## src/hdl/phy_link_consts.svh

```systemverilog
`ifndef PHY_LINK_CONSTS_SVH
`define PHY_LINK_CONSTS_SVH
`define CLK_HZ 50000000
`define MS_CYCLES(ms) ((ms) * (`CLK_HZ / 1000))
`define BREAK_MS 1500
`define NEGO_MS 3000
`define LINK_LOSS_MS 100
`define BLINK_MS 50
`define LINK_PULSES 3'h7
`define PREAMBLE_BITS 6'h20
`define REG_BASIC 5'h00
`define REG_STATUS 5'h01
`define REG_ADV 5'h04
`define REG_PHY_STATUS 5'h10
`define REG_IND 5'h18
`define REG_PHY_CTRL 5'h19
`define BASIC_SPEED 13
`define BASIC_AN_EN 12
`define BASIC_ISOLATE 10
`define BASIC_RESTART 9
`define BASIC_DUPLEX 8
`define BASIC_RESET 16'h3100
`define STATUS_FIXED 16'h7809
`define STATUS_LINK 2
`define STATUS_AN_DONE 5
`define ADV_SELECTOR 5'h01
`define ADV_HALF_ONLY 4'h5
`define ADV_ALL 4'hf
`define PSTS_LINK 0
`define PSTS_SPEED10 1
`define PSTS_DUPLEX 2
`define PSTS_XOVER 14
`define CTRL_XOVER_AUTO 15
`define CTRL_XOVER_FORCE 14
`define CTRL_IND_MODE 5
`define IND_OVERRIDE 4
`define IND_VALUE 1
`define ADDR_RESET 5'h01
`endif

```

## src/hdl/phy_link_pkg.sv

```systemverilog
package phy_link_pkg;
  typedef enum logic [1:0] {NEG_OFF, NEG_BREAK, NEG_ABILITY, NEG_LINK} nego_state_e;
  typedef enum logic [1:0] {MD_PRE, MD_HDR, MD_TA, MD_DATA} mdio_state_e;
  typedef logic [27:0] tick_t;
endpackage

```

## src/hdl/mgmt_if.sv

```systemverilog
`timescale 1ns/100ps
`default_nettype none
interface mgmt_if;
  logic [4:0] reg_addr;
  logic [15:0] wdata;
  logic [15:0] rdata;
  logic wr;
  logic rd;
  logic [4:0] station;
  modport engine(output reg_addr, wdata, wr, rd, input rdata, station);
  modport regs(input reg_addr, wdata, wr, rd, output rdata, station);
endinterface
`default_nettype wire

```

## src/hdl/phy_link_config_control.sv

```systemverilog
`timescale 1ns/100ps
`default_nettype none
`include "phy_link_consts.svh"
module phy_link_config_control import phy_link_pkg::*; #(
  parameter int BREAK_CYCLES = `MS_CYCLES(`BREAK_MS),
  parameter int NEGO_CYCLES = `MS_CYCLES(`NEGO_MS),
  parameter int LOSS_CYCLES = `MS_CYCLES(`LINK_LOSS_MS),
  parameter int BLINK_CYCLES = `MS_CYCLES(`BLINK_MS)
) (
  // Clock and reset
  input wire logic clock,
  input wire logic rst_b,
  // Serial management
  input wire logic mdc,
  input wire logic mdio_in,
  output logic mdio_out,
  output logic mdio_oe,
  // MAC transmit
  input wire logic tx_en,
  input wire logic [3:0] txd,
  // MAC receive pins, straps shared
  input wire logic [3:0] rxd_in,
  output logic [3:0] rxd_out,
  output logic rxd_oe,
  input wire logic col_in,
  output logic col_out,
  output logic col_oe,
  input wire logic crs_in,
  output logic crs_out,
  output logic crs_oe,
  input wire logic rx_er_in,
  output logic rx_er_out,
  output logic rx_er_oe,
  output logic rx_dv_out,
  output logic rx_dv_oe,
  output logic mii_clk_oe,
  // Indicator pin, negotiation strap shared
  input wire logic ind_in,
  output logic ind_out,
  output logic ind_oe,
  // Media side
  input wire logic link_pulse,
  input wire logic valid_packet,
  input wire logic signal_detect,
  input wire logic line_rx_dv,
  input wire logic [3:0] line_rxd,
  input wire logic line_rx_er,
  input wire logic partner_page,
  input wire logic [3:0] partner_ability,
  output logic line_tx_en,
  output logic [3:0] line_txd,
  output logic line_silent,
  output logic flp_enable,
  output logic crossover_sel,
  output logic speed_100,
  output logic full_duplex
);
  mgmt_if mg ();
  logic tmr_load, tmr_expired, rnd;
  tick_t tmr_val;

  mdio_slave u_mdio (
    .clock(clock),
    .rst_b(rst_b),
    .mdc(mdc),
    .mdio_in(mdio_in),
    .mdio_out(mdio_out),
    .mdio_oe(mdio_oe),
    .mg(mg)
  );

  link_timer u_timer (
    .clock(clock),
    .rst_b(rst_b),
    .load(tmr_load),
    .load_val(tmr_val),
    .expired(tmr_expired),
    .rnd(rnd)
  );

  // Registers and straps
  logic strap_done_r, strap_done_next, iso_strap_r, iso_strap_next;
  logic neg_strap_r, neg_strap_next, ind_mode_r, ind_mode_next;
  logic xo_auto_r, xo_auto_next, xo_force_r, xo_force_next;
  logic ind_ovr_r, ind_ovr_next, ind_val_r, ind_val_next;
  logic [15:0] basic_mode_control_r, basic_mode_control_next;
  logic [3:0] advertisement_register_r, advertisement_register_next;
  logic [4:0] addr_r, addr_next;
  logic restart_taken, an_en, iso, link_good, link_ok;

  assign an_en = basic_mode_control_r[`BASIC_AN_EN];
  assign iso = basic_mode_control_r[`BASIC_ISOLATE] | iso_strap_r;
  assign mg.station = addr_r;

  always_comb begin
    strap_done_next = 1'b1;
    iso_strap_next = iso_strap_r;
    neg_strap_next = neg_strap_r;
    ind_mode_next = ind_mode_r;
    xo_auto_next = xo_auto_r;
    xo_force_next = xo_force_r;
    ind_ovr_next = ind_ovr_r;
    ind_val_next = ind_val_r;
    basic_mode_control_next = basic_mode_control_r;
    advertisement_register_next = advertisement_register_r;
    addr_next = addr_r;
    if (!strap_done_r) begin
      addr_next = {rxd_in, col_in};
      iso_strap_next = ({rxd_in, col_in} == 5'h00);
      neg_strap_next = ind_in;
      advertisement_register_next = ind_in ? `ADV_ALL : `ADV_HALF_ONLY;
      ind_mode_next = crs_in;
      xo_auto_next = rx_er_in;
    end
    if (restart_taken) begin
      basic_mode_control_next[`BASIC_RESTART] = 1'b0;
    end
    if (mg.wr) begin
      case (mg.reg_addr)
        `REG_BASIC: begin
          basic_mode_control_next = mg.wdata;
          basic_mode_control_next[`BASIC_RESTART] = mg.wdata[`BASIC_AN_EN] & (mg.wdata[`BASIC_RESTART]
            | ~basic_mode_control_r[`BASIC_AN_EN] | (basic_mode_control_r[`BASIC_RESTART] & ~restart_taken));
        end
        `REG_ADV: advertisement_register_next = mg.wdata[8:5];
        `REG_IND: begin
          ind_ovr_next = mg.wdata[`IND_OVERRIDE];
          ind_val_next = mg.wdata[`IND_VALUE];
        end
        `REG_PHY_CTRL: begin
          xo_auto_next = mg.wdata[`CTRL_XOVER_AUTO];
          xo_force_next = mg.wdata[`CTRL_XOVER_FORCE];
          ind_mode_next = mg.wdata[`CTRL_IND_MODE];
          addr_next = mg.wdata[4:0];
        end
        default: ;
      endcase
    end
  end

  always_ff @(posedge clock or negedge rst_b) begin
    if (!rst_b) begin
      strap_done_r <= 1'b0;
      iso_strap_r <= 1'b0;
      neg_strap_r <= 1'b0;
      ind_mode_r <= 1'b1;
      xo_auto_r <= 1'b1;
      xo_force_r <= 1'b0;
      ind_ovr_r <= 1'b0;
      ind_val_r <= 1'b0;
      basic_mode_control_r <= `BASIC_RESET;
      advertisement_register_r <= `ADV_ALL;
      addr_r <= `ADDR_RESET;
    end else begin
      strap_done_r <= strap_done_next;
      iso_strap_r <= iso_strap_next;
      neg_strap_r <= neg_strap_next;
      ind_mode_r <= ind_mode_next;
      xo_auto_r <= xo_auto_next;
      xo_force_r <= xo_force_next;
      ind_ovr_r <= ind_ovr_next;
      ind_val_r <= ind_val_next;
      basic_mode_control_r <= basic_mode_control_next;
      advertisement_register_r <= advertisement_register_next;
      addr_r <= addr_next;
    end
  end

  // Negotiation
  nego_state_e st_r, st_next;
  logic spd_r, spd_next, dup_r, dup_next, done_r, done_next, mdix_r, mdix_next;
  logic link10_r;
  logic [3:0] common;

  assign common = advertisement_register_r & partner_ability;
  assign link_ok = spd_r ? signal_detect : link10_r;

  always_comb begin
    st_next = st_r;
    spd_next = spd_r;
    dup_next = dup_r;
    done_next = done_r;
    mdix_next = mdix_r;
    tmr_load = 1'b0;
    tmr_val = tick_t'(NEGO_CYCLES);
    restart_taken = 1'b0;
    if (!an_en) begin
      st_next = NEG_OFF;
      done_next = 1'b0;
      spd_next = basic_mode_control_r[`BASIC_SPEED];
      dup_next = basic_mode_control_r[`BASIC_DUPLEX];
    end else if (basic_mode_control_r[`BASIC_RESTART]) begin
      restart_taken = 1'b1;
      st_next = NEG_BREAK;
      done_next = 1'b0;
      tmr_load = 1'b1;
      tmr_val = tick_t'(BREAK_CYCLES);
    end else begin
      case (st_r)
        NEG_OFF: begin
          st_next = NEG_ABILITY;
          tmr_load = 1'b1;
        end
        NEG_BREAK: begin
          if (tmr_expired) begin
            st_next = NEG_ABILITY;
            tmr_load = 1'b1;
          end
        end
        NEG_ABILITY: begin
          if (partner_page && common != 4'h0) begin
            st_next = NEG_LINK;
            done_next = 1'b1;
            spd_next = common[3] | common[2];
            dup_next = common[3] | (~common[2] & common[1]);
          end else if (signal_detect || link10_r) begin
            st_next = NEG_LINK;
            done_next = 1'b1;
            spd_next = signal_detect;
            dup_next = 1'b0;
          end else if (tmr_expired) begin
            tmr_load = 1'b1;
            mdix_next = xo_auto_r ? rnd : mdix_r;
          end
        end
        NEG_LINK: begin
          if (!link_ok) begin
            st_next = NEG_ABILITY;
            done_next = 1'b0;
            tmr_load = 1'b1;
          end
        end
        default: st_next = NEG_OFF;
      endcase
    end
  end

  always_ff @(posedge clock or negedge rst_b) begin
    if (!rst_b) begin
      st_r <= NEG_OFF;
      spd_r <= 1'b1;
      dup_r <= 1'b1;
      done_r <= 1'b0;
      mdix_r <= 1'b0;
    end else begin
      st_r <= st_next;
      spd_r <= spd_next;
      dup_r <= dup_next;
      done_r <= done_next;
      mdix_r <= mdix_next;
    end
  end

  assign link_good = (st_r == NEG_LINK) | (~an_en & link_ok);

  // Link pulses and indicator
  logic link10_next, ind_r, ind_next;
  logic [2:0] pcnt_r, pcnt_next;
  tick_t loss_r, loss_next, blink_r, blink_next;
  logic activity, lit;

  assign activity = (tx_en & ~iso) | line_rx_dv;

  always_comb begin
    loss_next = (loss_r == '0) ? loss_r : loss_r - tick_t'(1);
    pcnt_next = pcnt_r;
    link10_next = link10_r;
    blink_next = (blink_r == '0) ? blink_r : blink_r - tick_t'(1);
    if (link_pulse || valid_packet) begin
      loss_next = tick_t'(LOSS_CYCLES);
      if (link_pulse && pcnt_r != `LINK_PULSES) begin
        pcnt_next = pcnt_r + 3'h1;
      end
      if (valid_packet || pcnt_r == `LINK_PULSES - 3'h1) begin
        link10_next = 1'b1;
      end
    end else if (loss_r == tick_t'(1)) begin
      pcnt_next = 3'h0;
      link10_next = 1'b0;
    end
    if (activity && blink_r == '0) begin
      blink_next = tick_t'(2 * BLINK_CYCLES);
    end
    lit = link_good & (ind_mode_r | (blink_r <= tick_t'(BLINK_CYCLES)));
    if (ind_ovr_r) begin
      lit = ind_val_r;
    end
    ind_next = lit ^ neg_strap_r;
  end

  always_ff @(posedge clock or negedge rst_b) begin
    if (!rst_b) begin
      loss_r <= '0;
      pcnt_r <= 3'h0;
      link10_r <= 1'b0;
      blink_r <= '0;
      ind_r <= 1'b0;
    end else begin
      loss_r <= loss_next;
      pcnt_r <= pcnt_next;
      link10_r <= link10_next;
      blink_r <= blink_next;
      ind_r <= ind_next;
    end
  end

  // Register reads; the indicator register returns its own bits, never the pin
  always_comb begin
    case (mg.reg_addr)
      `REG_BASIC: mg.rdata = basic_mode_control_r;
      `REG_STATUS: mg.rdata = `STATUS_FIXED | (16'(link_good) << `STATUS_LINK) | (16'(done_r) << `STATUS_AN_DONE);
      `REG_ADV: mg.rdata = {7'h00, advertisement_register_r, `ADV_SELECTOR};
      `REG_PHY_STATUS: mg.rdata = (16'(link_good) << `PSTS_LINK) | (16'(!spd_r) << `PSTS_SPEED10)
        | (16'(dup_r) << `PSTS_DUPLEX) | (16'(crossover_sel) << `PSTS_XOVER);
      `REG_IND: mg.rdata = (16'(ind_ovr_r) << `IND_OVERRIDE) | (16'(ind_val_r) << `IND_VALUE);
      `REG_PHY_CTRL: mg.rdata = (16'(xo_auto_r) << `CTRL_XOVER_AUTO) | (16'(xo_force_r) << `CTRL_XOVER_FORCE)
        | (16'(ind_mode_r) << `CTRL_IND_MODE) | {11'h000, addr_r};
      default: mg.rdata = 16'h0000;
    endcase
  end

  // MAC and media outputs
  logic [3:0] rxd_q, txd_q;
  logic crs_q, col_q, rx_er_q, rx_dv_q, tx_en_q, silent_q, xo_q;

  always_ff @(posedge clock or negedge rst_b) begin
    if (!rst_b) begin
      rxd_q <= 4'h0;
      txd_q <= 4'h0;
      crs_q <= 1'b0;
      col_q <= 1'b0;
      rx_er_q <= 1'b0;
      rx_dv_q <= 1'b0;
      tx_en_q <= 1'b0;
      silent_q <= 1'b0;
      xo_q <= 1'b0;
    end else begin
      rxd_q <= line_rxd;
      rx_er_q <= line_rx_er;
      rx_dv_q <= line_rx_dv;
      crs_q <= line_rx_dv | (tx_en & ~dup_r);
      col_q <= line_rx_dv & tx_en & ~dup_r;
      // no data while isolated
      // Next state keeps silence aligned with the state, so it never overlaps bursts
      tx_en_q <= tx_en & ~iso & (st_next != NEG_BREAK);
      txd_q <= (iso || st_next == NEG_BREAK) ? 4'h0 : txd;
      silent_q <= (st_next == NEG_BREAK);
      // force wins; auto only when negotiating
      xo_q <= xo_force_r | (xo_auto_r & an_en & mdix_r);
    end
  end

  assign rxd_oe = strap_done_r & ~iso;
  assign col_oe = strap_done_r & ~iso;
  assign crs_oe = strap_done_r & ~iso;
  assign rx_er_oe = strap_done_r & ~iso;
  assign rx_dv_oe = strap_done_r & ~iso;
  assign mii_clk_oe = strap_done_r & ~iso;
  assign rxd_out = rxd_q;
  assign col_out = col_q;
  assign crs_out = crs_q;
  assign rx_er_out = rx_er_q;
  assign rx_dv_out = rx_dv_q;
  assign ind_out = ind_r;
  assign ind_oe = strap_done_r;
  assign line_tx_en = tx_en_q;
  assign line_txd = txd_q;
  assign line_silent = silent_q;
  assign flp_enable = (st_r == NEG_ABILITY);
  assign crossover_sel = xo_q;
  assign speed_100 = spd_r;
  assign full_duplex = dup_r;
endmodule
`default_nettype wire

```

## src/hdl/link_timer.sv

```systemverilog
`timescale 1ns/100ps
`default_nettype none
module link_timer import phy_link_pkg::*; (
  // Clock and reset
  input wire logic clock,
  input wire logic rst_b,
  // Control
  input wire logic load,
  input wire tick_t load_val,
  // Results
  output logic expired,
  output logic rnd
);
  tick_t cnt_r, cnt_next;
  logic exp_r, exp_next;
  logic [15:0] lfsr_r, lfsr_next;

  always_comb begin
    cnt_next = (cnt_r == '0) ? cnt_r : cnt_r - tick_t'(1);
    exp_next = (cnt_r == tick_t'(1));
    if (load) begin
      cnt_next = load_val;
      exp_next = 1'b0;
    end
    // Free-running sequence; sampled at unrelated moments it acts as a seed
    lfsr_next = {lfsr_r[14:0], lfsr_r[15] ^ lfsr_r[14] ^ lfsr_r[12] ^ lfsr_r[3]};
  end

  always_ff @(posedge clock or negedge rst_b) begin
    if (!rst_b) begin
      cnt_r <= '0;
      exp_r <= 1'b0;
      lfsr_r <= 16'h0001;
    end else begin
      cnt_r <= cnt_next;
      exp_r <= exp_next;
      lfsr_r <= lfsr_next;
    end
  end

  assign expired = exp_r;
  assign rnd = lfsr_r[0];
endmodule
`default_nettype wire

```

## src/hdl/mdio_slave.sv

```systemverilog
`timescale 1ns/100ps
`default_nettype none
`include "phy_link_consts.svh"
module mdio_slave import phy_link_pkg::*; (
  // Clock and reset
  input wire logic clock,
  input wire logic rst_b,
  // Serial management pins
  input wire logic mdc,
  input wire logic mdio_in,
  output logic mdio_out,
  output logic mdio_oe,
  // Register side
  mgmt_if.engine mg
);
  mdio_state_e st_r, st_next;
  logic [5:0] cnt_r, cnt_next;
  logic [15:0] sr_r, sr_next;
  logic [4:0] addr_r, addr_next;
  logic op_rd_r, op_rd_next, oe_r, oe_next, out_r, out_next;
  logic wr_r, wr_next, rd_r, rd_next, mdc_q;
  logic rise;
  logic [12:0] hdr;

  assign rise = mdc & ~mdc_q;
  assign hdr = {sr_r[11:0], mdio_in};

  always_comb begin
    st_next = st_r;
    cnt_next = cnt_r;
    sr_next = sr_r;
    addr_next = addr_r;
    op_rd_next = op_rd_r;
    oe_next = oe_r;
    out_next = out_r;
    wr_next = 1'b0;
    rd_next = 1'b0;
    if (rise) begin
      case (st_r)
        MD_PRE: begin
          if (mdio_in) begin
            cnt_next = (cnt_r == `PREAMBLE_BITS) ? cnt_r : cnt_r + 6'h01;
          end else if (cnt_r == `PREAMBLE_BITS) begin
            st_next = MD_HDR;
            cnt_next = 6'h00;
            sr_next = 16'h0000;
          end else begin
            cnt_next = 6'h00;
          end
        end
        MD_HDR: begin
          sr_next = {sr_r[14:0], mdio_in};
          cnt_next = cnt_r + 6'h01;
          if (cnt_r == 6'h0c) begin
            cnt_next = 6'h00;
            addr_next = hdr[4:0];
            op_rd_next = (hdr[11:10] == 2'b10);
            if (hdr[12] && hdr[9:5] == mg.station && (hdr[11:10] == 2'b10 || hdr[11:10] == 2'b01)) begin
              st_next = MD_TA;
              rd_next = (hdr[11:10] == 2'b10);
            end else begin
              st_next = MD_PRE;
            end
          end
        end
        MD_TA: begin
          cnt_next = cnt_r + 6'h01;
          if (op_rd_r) begin
            oe_next = 1'b1;
            if (cnt_r == 6'h00) begin
              out_next = 1'b0;
              sr_next = mg.rdata;
            end else begin
              out_next = sr_r[15];
              sr_next = {sr_r[14:0], 1'b0};
            end
          end
          if (cnt_r == 6'h01) begin
            st_next = MD_DATA;
            cnt_next = 6'h00;
          end
        end
        MD_DATA: begin
          cnt_next = cnt_r + 6'h01;
          sr_next = {sr_r[14:0], op_rd_r ? 1'b0 : mdio_in};
          out_next = sr_r[15];
          if (cnt_r == 6'h0f) begin
            st_next = MD_PRE;
            cnt_next = 6'h00;
            oe_next = 1'b0;
            out_next = 1'b0;
            wr_next = ~op_rd_r;
          end
        end
        default: st_next = MD_PRE;
      endcase
    end
  end

  always_ff @(posedge clock or negedge rst_b) begin
    if (!rst_b) begin
      st_r <= MD_PRE;
      cnt_r <= 6'h00;
      sr_r <= 16'h0000;
      addr_r <= 5'h00;
      op_rd_r <= 1'b0;
      oe_r <= 1'b0;
      out_r <= 1'b0;
      wr_r <= 1'b0;
      rd_r <= 1'b0;
      // Clock idles high after a frame; starting high avoids a false rise
      mdc_q <= 1'b1;
    end else begin
      st_r <= st_next;
      cnt_r <= cnt_next;
      sr_r <= sr_next;
      addr_r <= addr_next;
      op_rd_r <= op_rd_next;
      oe_r <= oe_next;
      out_r <= out_next;
      wr_r <= wr_next;
      rd_r <= rd_next;
      mdc_q <= mdc;
    end
  end

  assign mg.reg_addr = addr_r;
  assign mg.wdata = sr_r;
  assign mg.wr = wr_r;
  assign mg.rd = rd_r;
  assign mdio_out = out_r;
  assign mdio_oe = oe_r;
endmodule
`default_nettype wire

```

## config.mk

```make
export PLATFORM = sky130hd
export DESIGN_NAME = phy_link_config_control
export DESIGN_NICKNAME = d
export VERILOG_FILES = /design/src/hdl/phy_link_pkg.sv /design/src/hdl/mgmt_if.sv /design/src/hdl/phy_link_config_control.sv /design/src/hdl/link_timer.sv /design/src/hdl/mdio_slave.sv
export VERILOG_INCLUDE_DIRS = /design/src /design/src/hdl
export SDC_FILE = /design/constraint.sdc
export NUM_CORES = 1
export LEC_CHECK = 0
export CAP_MARGIN = 20
export CORE_ASPECT_RATIO = 2
export CORE_UTILIZATION = 35
export DETAILED_ROUTE_END_ITERATION = 16
export DONT_BUFFER_PORTS = 1
export SLEW_MARGIN = 20
export SYNTH_ARGS = -nofsm -noshare
export SYNTH_HDL_FRONTEND = slang
export SYNTH_SLANG_ARGS = --single-unit
```

## constraint.sdc

```tcl
create_clock -name clock -period 2.94 [get_ports clock]
set_input_delay 0.294 -clock clock [delete_from_list [all_inputs] [get_ports clock]]
set_output_delay 0.294 -clock clock [all_outputs]
set_load 0.05 [all_outputs]
```

Word-level counts from Yosys, hierarchy flattened
Index checks and enable logic that the tools add are counted.
{"block": "word_totals", "inputBits": 31, "wordCells": 270, "reg_bits": 194, "romBits": 0, "latchBits": 0, "out_inout_bits": 28, "ramBits": 0, "n_memories": 0}
{"block": "op_classes", "order_cmp": 1, "shift": 0, "bitwise_logic": 47, "div_mod_pow": 0, "n_mux": 96, "n_addsub": 5, "multipliers": 0, "n_eq_ne": 42, "n_reduce_logical": 36}
{"operator": "28-bit 2-to-1 mux", "n": 8}
{"operator": "16-bit case mux with 6 select lines", "n": 1}
{"operator": "28-bit zero test", "n": 3}
{"operator": "28-bit by 1-bit subtractor with 28-bit output, second input constant", "n": 3}
{"operator": "16-bit 2-to-1 mux", "n": 4}
{"operator": "16-bit case mux with 4 select lines", "n": 1}
{"operator": "28-bit by 1-bit == test with 1-bit output, second input constant", "n": 2}
{"operator": "1-bit 2-to-1 mux", "n": 45}
{"operator": "6-bit 2-to-1 mux", "n": 5}
{"operator": "28-bit by 22-bit <= comparator with 1-bit output, second input constant", "n": 1}
{"operator": "2-bit 2-to-1 mux", "n": 12}
{"operator": "6-bit case mux with 4 select lines", "n": 1}
{"operator": "10-bit 2-to-1 mux", "n": 2}
{"operator": "4-bit 2-to-1 mux", "n": 5}
{"operator": "2-bit by 1-bit != test with 1-bit output, second input constant", "n": 10}
{"operator": "16-bit by 15-bit OR with 16-bit output", "n": 1}
{"operator": "16-bit by 5-bit OR with 16-bit output", "n": 1}
{"operator": "16-bit by 6-bit OR with 16-bit output", "n": 1}
{"operator": "2-bit case mux with 4 select lines", "n": 2}
{"operator": "5-bit == test, second input constant", "n": 3}
{"operator": "5-bit 2-to-1 mux", "n": 3}
{"operator": "15-bit by 6-bit OR with 15-bit output", "n": 1}
{"operator": "3-bit by 15-bit OR with 15-bit output", "n": 1}
{"operator": "1-bit AND", "n": 14}
{"operator": "40 further kinds", "n": 97}

Longest topological paths before layout
Gate-level depths: netlist of run 1.
{"block": "depth", "word_depth": 10, "depth_mapped": 9, "depth_no_buf": 7}

Hierarchy
A second synthesis of run 1 with hierarchy kept.
{"block": "hier_totals", "cells_unflattened": 1020, "area_unflattened_um2": 10361.2}
{"mod": "phy_link_config_control", "cells_per_inst": 578, "area_per_inst_um2": 5947.0, "instances": 1, "seq_area_each_um2": 2892.8}
{"mod": "link_timer", "cells_per_inst": 226, "area_per_inst_um2": 2283.4, "instances": 1, "seq_area_each_um2": 1127.3}
{"mod": "mdio_slave", "cells_per_inst": 216, "area_per_inst_um2": 2130.8, "instances": 1, "seq_area_each_um2": 877.1}

Least setup slack after synthesis of run 1
Ideal clock, no wire load.
{"block": "synth_path", "kind": "register to register", "start": "register blink_r[0]", "end": "register blink_r[22]", "arrival_time_ns": 2.380, "path_buffers": 1, "synth_period_minus_slack_ns": 2.459, "setup_slack_ns": 0.481, "setup_ns": 0.079, "path_stages_with_launch": 9, "required_time_ns": 2.861, "path_cell_list": "dfrtp_1 > inv_1 > ha_1 > or4b_2 > nor4b_2 > and3_1 > clkbuf_1 > a21oi_1 > mux2i_1"}
{"block": "synth_via", "elab_chain_cells": 3, "elab_cells_between_ends": 6, "cone_classes": "1 x add/sub; 1 x eq/ne; 2 x mux; 2 x reduce/logical"}
{"element": "start, declared", "line_no": "phy_link_config_control.sv:259", "text": "tick_t loss_r, loss_next, blink_r, blink_next;"}
{"element": "start signal, assigned", "line_no": "phy_link_config_control.sv:302", "text": "blink_r <= blink_next;"}
{"element": "28-bit by 1-bit subtractor with 28-bit output / 28-bit zero test (equally long branches)", "line_no": "phy_link_config_control.sv:268, phy_link_config_control.sv:281"}
{"element": "28-bit 2-to-1 mux / 1-bit logical AND (equally long branches)", "line_no": "phy_link_config_control.sv:268, phy_link_config_control.sv:281"}
{"element": "28-bit 2-to-1 mux / 2-bit by 1-bit != test with 1-bit output (equally long branches)"}
Several ways; a longest one is shown, not always the timed one. The select of a mux whose other input is x is not followed.
A chain may end at the register's enable or synchronous reset.

Final worst setup path of run 1
{"block": "layout_path", "start": "register blink_r[8]", "end": "register blink_r[26]"}
The elaborated chain is that of the path after synthesis.

==> results.tsv, run 1 <==
metric	value	unit
status	complete, but fails checks	
failing checks	negative hold slack	
largest net degree at the start of global routing	195	
CP max FO	7	
remaining antenna violation count	0	
R2R setup slack	0.35	ns
largest cells by area after synthesis	dfrtp_1 (45%), dfstp_2 (3.7%), nor2_1 (3.4%), mux2i_1 (3.0%), nand2_1 (2.8%)	
top cell type by total area after synthesis	dfrtp_1	
Max Slew Vio Count	0	
post-CTS setup buffer count	0	
first-pass GRT wire length	43600	um
most frequent cells in the layout	dfrtp_1 (180), nor2_1 (90), nand2_1 (73)	
post-cts sizing count	0	
dpl hpwl	19200	um
Synth top area share	45.2	%
multi-input logic area	4790	um^2
fmax	386	MHz
RSZ-0062 raised after global routing	no	
async set-or-reset flop fraction in the synthesized netlist	100	%
Pleak	4.71	nW
drt first pass iters	5	
DRC Markers	0	
sequential area share after synthesis	48.9	%
Congestion Overflow GR	0	
Max-Cap Viols	0	
Synth Warn #	0	
H-tree depth	4	
Critical Path Start Type	register	
via count	7954	
worst r2r dst	blink_r[26]	
utilization after layout	40.1	%
endpoints failing setup	0	
Die Height	241	um
clk_lat worst skew	0.45	ns
initial DRC count	403	
Yosys reg bits	194	
Synth Area per Inst	9.89	um^2
cells along the critical path	or4_4 > or4_1 > or4_4 > nor4_4 > xor2_1	
Worst Max-Slew Pin Slew	0.655	ns
reg2reg start	blink_r[8]	
Crit Path Category	register to register	
routability cong.	0.847	
Ant. Diodes	0	
Final WS setup	0.352	ns
Ports	59	
nets@finish	1079	
commonest non-fill, non-tap cell in the layout	dfrtp_1	
Reg area	4870	um^2
CTS tree	done	
Routed WL per cell	18.9	um
Post-Syn Area	9960	um^2
Root Buffer	clkbuf_16	
core area	28100	um^2
Fin. Hold Viols	194	
peak supply drop	0.423	mV
share of cells above drive strength 1	11.9	%
dpl cells	1355	
skew final	0.0146	ns
Die X	121	um
critical path data arrival time	2.96	ns
synthesis-to-layout area growth	12.9	%
Final Cycle Share	88.0	%
Reg2Reg Depth	5	
HP Class	input port to asynchronous set/reset pin	
Main synth FF type	dfrtp_1	
Setup TNS	0	ns
post-synthesis cell count	1007	
vias per cell	5.67	
Clock Sinks	194	
maximum buffer depth of the clock tree	2	
Initial Utilization	35.5	%
library cells used by synthesis	75	
Slowest-stage cell, CP	or4_4	
Slew headroom	56.0	%
Buffers on Ports	0	
Die Area	29200	um^2
slowest stage delay, CP	0.62	ns
worst slack, placed	0.354	ns
initial antenna violation count	0	
Rows	87	
syn_nets	1051	
post-route insts no fill	1404	
hold_buf cts	17	
Clock transition at path regs	0.08	ns
Num CTS Buffers	17	
vias in the first global route	8177	
hold slack	-0.472	ns
CP endpoint kind	register	
Worst EP required	3.32	ns
Crit path top cell by count	or4_4	
Post-synth EDFFs	0	
crit path time final	2.59	ns
fill count	2781	
power per cell area	515	nW/um^2
DRT Wirelength	26500	um
GRT Overall Usage	19.5	%
-- metrics by stage --
step	instance area, um^2	total power [mW]
after floorplan	9960	3.34
after global placement	10500	3.49
after detailed placement	10500	3.50
after CTS	11300	5.86
after global routing	11300	6.04
final	11300	5.80
-- synthesized netlist by cell type, types with 16 or more instances --
master,n
nor3_1,29
nor4_1,24
mux2i_1,30
or3_1,31
xnor2_1,24
o31ai_1,19
o21ai_0,43
a21oi_1,54
nand3_1,36
xor2_1,20
nand4_1,16
nor2_1,90
clkbuf_1,31
dfrtp_1,180
inv_1,29
or4_1,23
mux2_2,20
nand2_1,73
-- report_power, final --
group	leakage [nW]	internal [mW]	switching [mW]
logic	2.01	0.215	0.285
registers	2.42	2.79	0.185
clock network	0.280	1.20	1.13
-- metal layers --
metal,vias up,wire length [um],GRT usage (%)
met4,0,1190,11.0
met2,133,15300,37.7
met5,-,0,0
met3,67,740,3.50
met1,3981,9350,18.8
li1,3773,-,-
-- worst max path at each step --
stage,start,cells after the start,slack [ns],endpoint
floorplan,blink_r[0],8,0.48,blink_r[22]
global placement,blink_r[8],5,0.42,blink_r[26]
detailed placement,blink_r[8],5,0.35,blink_r[25]
CTS,blink_r[8],5,0.35,blink_r[26]
global route,st_r[1],5,0.20,u_timer.cnt_r[15]
finish,blink_r[8],5,0.35,blink_r[26]
-- area by class of cell --
type                            count  area share (%)
Multi-Input combinational cell    740            42.6
Timing Repair Buffer               53            4.03
Clock buffer                       18            3.81
Tap cell                          356            3.96
Clock inverter                     14            1.32
Sequential cell                   194            43.3
Inverter                           29           0.968
-- flip-flops by register name, indices dropped and copies added (netlist names), 5 cells and up, named ones only --
signal                count
blink_r                  28
loss_r                   28
u_timer.cnt_r            28
basic_mode_control_r     16
u_mdio.cnt_r              6
addr_r                    5
u_timer.lfsr_r           16
u_mdio.mg.wdata          16
u_mdio.mg.reg_addr        5
-- cell families (layout without fill, tap and decap cells) --
kind of cell / after synthesis / count (layout) / share of synthesized area (%)
mux: 50 / 50 / 5.28
xor+xnor: 44 / 44 / 3.87
compound gates: 215 / 215 / 14.5
other cells: 1 / 1 / 0.0376
simple gates: 417 / 417 / 22.8
flops: 194 / 194 / 48.9
fa+ha+maj: 13 / 13 / 1.63
buf+inv: 73 / 114 / 3.00
-- critical path, delay by kind of cell (launching register included) --
| kind | cells | cell delay [ns] |
|---|---|---|
| xor+xnor | 1 | 0.17 |
| flops | 1 | 0.42 |
| simple gates | 4 | 1.91 |
Note: power is estimated with default switching activity, not from simulation.
==> run 2: changes to the inputs <==
- CORE_MARGIN: unset -> 2
- CTS_CLUSTER_DIAMETER: unset -> 30
==> run 2 against run 1 <==
  * Largest cell class unchanged
  * Die area is 2.5% higher
  * Wire length rose by 1.2%
  * Maximum frequency is 0.56% higher
  * Register-to-register slack about the same
  * Critical endpoint is now blink_r[25]
  * Worst hold slack improved by 0.0045 ns
  * Sequential power about the same
  * The flow still finishes with violations (negative hold slack)
==> results.tsv, run 2 (synthesized netlist as in run 1, its figures left out) <==
metric	value	unit
Initial Utilization	35.5	%
DRT Wirelength	26800	um
Comb power frac	8.5	%
Reg area	4870	um^2
core area	28100	um^2
most used routing layer	met2	
failing checks	negative hold slack	
Setup TNS	0	ns
Flop pwr share	50.0	%
RSZ-0062 raised after global routing	no	
vias per cell	5.71	
via count	8010	
fill count	2820	
Critical Path Source	blink_r[8]	
Slowest-stage cell, CP	or4_4	
HP Class	input port to asynchronous set/reset pin	
CP max FO	7	
status	complete, but fails checks	
Fin. Hold Viols	194	
crit path time final	2.57	ns
Net Switching	1.60	mW
clk_lat worst skew	0.45	ns
Slew headroom	48.6	%
remaining antenna violation count	0	
DRC Markers	0	
dpl hpwl	19400	um
Buf/Inv on CP	0	
vias in the first global route	8412	
Final Cycle Share	87.5	%
grt met2 use	35.5	%
maximum buffer depth of the clock tree	2	
share of cells above drive strength 1	11.9	%
Reg2Reg Depth	5	
drt first pass iters	5	
R2R setup slack	0.37	ns
worst r2r dst	blink_r[25]	
Crit Path Category	register to register	
cells along the critical path	or4_4 > or4_1 > nor3_1 > nand4_1 > xnor2_1	
skew final	0.00696	ns
GR Util met1	17.8	%
CTS tree	done	
Clock Sinks	194	
endpoints failing setup	0	
Internal Pwr Total	4.33	mW
commonest non-fill, non-tap cell in the layout	dfrtp_1	
hold_buf cts	17	
critical path data arrival time	2.91	ns
Sw Share	27.0	%
reg2reg start	blink_r[8]	
Crit path max-delay family	simple AND/OR/NAND/NOR gates	
Max-Cap Viols	0	
nets@finish	1079	
Die Height	243	um
Clock transition at path regs	0.08	ns
first-pass GRT wire length	43400	um
Critical Path Start Type	register	
PnR Total Power	5.94	mW
Pleak	4.73	nW
Root Buffer	clkbuf_16	
synthesis-to-layout area growth	13.5	%
peak supply drop	0.451	mV
Clk pwr share	41.5	%
Ports	59	
Congestion Overflow GR	0	
power per cell area	525	nW/um^2
post-CTS setup buffer count	0	
Die X	123	um
end of the critical path	blink_r[25]	
fmax	389	MHz
multi-input logic area	4790	um^2
Rows	87	
routability cong.	0.923	
CP endpoint kind	register	
met3 Use GR	3.43	%
Routed WL per cell	19.1	um
Buffers on Ports	0	
largest net degree at the start of global routing	195	
Die Area	29900	um^2
initial DRC count	523	
number of cells on the critical path	5	
leading registers by flop count	blink_r (28), loss_r (28), u_timer.cnt_r (28)	
GRT Overall Usage	18.6	%
Ant. Diodes	0	
H-tree depth	4	
initial antenna violation count	0	
post-cts sizing count	0	
Worst Max-Slew Pin Slew	0.768	ns
slowest stage delay, CP	0.57	ns
hold slack	-0.468	ns
Max Slew Vio Count	0	
most frequent cells in the layout	dfrtp_1 (180), nor2_1 (90), nand2_1 (73)	
Num CTS Buffers	17	
Worst EP required	3.28	ns
## run 2: cell count changes in the layout (fill, tap and decap cells not counted), sizes merged
cell | previous run | this run
buf | 36 | 35
bufinv | 1 | 2
clkbuf | 18 | 19
clkinv | 5 | 2
dlygate4sd3 | 17 | 18
inv | 35 | 36
## run 2: how the worst min path moves through the flow
| stage | start | end | slack [ns] |
|---|---|---|---|
| floorplan | rst_b | asynchronous set/reset pin | -0.002 |
| global placement | rst_b | blink_r[23] | 0.004 |
| detailed placement | rst_b | blink_r[22] | 0.007 |
| CTS | rst_b | blink_r[3] | -0.49 |
| global route | rst_b | blink_r[3] | -0.50 |
| finish | rst_b | blink_r[2] | -0.47 |
## run 2: area by class of cell
class                           count  share of cell area, %
Clock buffer                       19                   4.01
Clock inverter                     13                   1.46
Inverter                           29                  0.963
Multi-Input combinational cell    740                   42.4
Sequential cell                   194                   43.1
Tap cell                          356                   3.94
Timing Repair Buffer               53                   4.14
## run 2: metal layers
metal	wire length, um	vias up	share of wire (%)
met4	1320	0	4.9
met2	15300	167	57
li1	-	3777	-
met1	9330	3990	35
met3	858	76	3.2
met5	0	-	0
## run 2: power groups by stage
| stage | combinational (mW) | sequential (mW) | clock, mW |
|---|---|---|---|
| global route | 0.553 | 2.98 | 2.64 |
| floorplan | 0.371 | 2.96 | 0 |
| global placement | 0.469 | 3.02 | 0 |
| CTS | 0.503 | 2.97 | 2.52 |
| finish | 0.502 | 2.97 | 2.46 |
| detailed placement | 0.477 | 3.02 | 0 |
## run 2: metrics by stage
stage,setup slack (ns),utilization (%),instances,area [um^2]
2_1_floorplan,0.481,-,1007,9960
3_3_place_gp,0.419,37.4,1354,10500
3_5_place_dp,0.385,37.4,1354,10500
4_1_cts,0.368,40.2,1403,11300
5_1_grt,0.231,40.3,1404,11300
6_report,0.367,40.3,1404,11300
==> run 3: changes to the inputs <==
- CORE_UTILIZATION: 35 -> 50
==> run 3 against run 2 <==
  * The run still ends with negative hold slack left
  * Combinational power fell by 2%
  * Critical path depth did not move
  * First-iteration DRC count fell by 31%
  * Clock skew rose by 0.0017 ns
  * Largest power group unchanged
==> results.tsv, run 3 (synthesized netlist as in run 1, its figures left out) <==
metric	value	unit
Die X	104	um
Congestion Overflow GR	0	
vias in the first global route	7998	
Crit path max-delay family	simple AND/OR/NAND/NOR gates	
Final Cycle Share	88.5	%
vias per cell	6.00	
fmax	384	MHz
share of cells above drive strength 1	11.8	%
Worst EP required	3.28	ns
skew final	0.00861	ns
H-tree depth	4	
CP endpoint kind	register	
WL met3	910	um
most frequent cells in the layout	dfrtp_1 (180), nor2_1 (90), nand2_1 (73)	
slowest stage delay, CP	0.57	ns
reg2reg start	blink_r[8]	
worst r2r dst	blink_r[25]	
Max Used Layer	met4	
dpl hpwl	17900	um
CP max FO	7	
Reg2Reg Depth	5	
Pleak	4.70	nW
initial DRC count	360	
hold_buf cts	18	
largest net degree at the start of global routing	195	
commonest non-fill, non-tap cell in the layout	dfrtp_1	
remaining antenna violation count	0	
power per cell area	522	nW/um^2
Routed WL per cell	19.3	um
drt first pass iters	7	
Root Buffer	clkbuf_16	
leading registers by flop count	blink_r (28), loss_r (28), u_timer.cnt_r (28)	
RSZ-0062 raised after global routing	no	
CTS tree	done	
endpoints failing setup	0	
maximum buffer depth of the clock tree	2	
initial antenna violation count	0	
Slew headroom	44.1	%
first-pass GRT wire length	41600	um
WL met2	13600	um
M1 WL	9730	um
Die Height	204	um
cells along the critical path	or4_4 > or4_1 > nor3_1 > nand4_1 > xnor2_1	
Crit Path Category	register to register	
Num CTS Buffers	17	
Clock Sinks	194	
Worst Max-Slew Pin Slew	0.843	ns
post-cts sizing count	0	
failing checks	negative hold slack	
Fin. Hold Viols	194	
Critical Path Source	blink_r[8]	
clk_lat worst skew	0.46	ns
Buf/Inv on CP	0	
nets@finish	1078	
Initial Utilization	50.5	%
utilization after layout	56.4	%
routability cong.	0.898	
crit path time final	2.60	ns
status	complete, but fails checks	
Die Area	21100	um^2
Rows	73	
R2R setup slack	0.34	ns
DRT Wirelength	25300	um
Buffers on Ports	0	
Ant. Diodes	0	
Max-Cap Viols	0	
Setup TNS	0	ns
number of cells on the critical path	5	
GRT Overall Usage	25.1	%
Critical Path Start Type	register	
synthesis-to-layout area growth	11.7	%
DRC Markers	0	
core area	19700	um^2
Ports	59	
HP Class	input port to asynchronous set/reset pin	
peak supply drop	0.288	mV
hold slack	-0.468	ns
via count	7860	
Clock transition at path regs	0.07	ns
Slowest-stage cell, CP	or4_4	
critical path data arrival time	2.94	ns
Max Slew Vio Count	0	
==> run 3: final cells by class <==
class | instances | area [um^2]
multi-input cells | 740 | 4790
clock buffers | 18 | 439
repair buffers | 52 | 435
fillers | 1778 | 8610
inverters | 29 | 109
clock inverters | 14 | 146
well taps | 262 | 328
flip-flops and latches | 194 | 4870
==> run 3: power by group <==
group	internal, mW	switching (mW)
Clock	1.22	1.12
Sequential	2.79	0.179
Combinational	0.210	0.284
Total	4.22	1.58
==> run 3: how the worst max path moves through the flow <==
stage,slack (ns),to
after floorplan,0.48,blink_r[22]
after global placement,0.42,blink_r[25]
after detailed placement,0.37,blink_r[26]
after CTS,0.35,blink_r[26]
after global routing,0.15,loss_r[17]
final,0.34,blink_r[25]
==> run 3: metal layers <==
metal | vias to the layer above | track usage (%)
met5 | - | 0
met4 | 0 | 12.5
met3 | 58 | 5.56
met2 | 154 | 45.3
met1 | 3874 | 27.5
li1 | 3774 | -
==> run 3: timing repair <==
action,4_1_cts,5_1_grt
buffers inserted,0,0
endpoints found under the hold margin,221,194
endpoints found under the setup margin,0,0
==> run 3: through the flow <==
step / setup WS [ns] / power, mW / std cells / area [um^2]
after floorplan: 0.481 / 3.34 / 1007 / 9960
after global placement: 0.425 / 3.48 / 1259 / 10400
final: 0.338 / 5.80 / 1309 / 11100
after global routing: 0.154 / 6.05 / 1309 / 11100
after CTS: 0.350 / 5.87 / 1309 / 11100
after detailed placement: 0.371 / 3.49 / 1259 / 10400
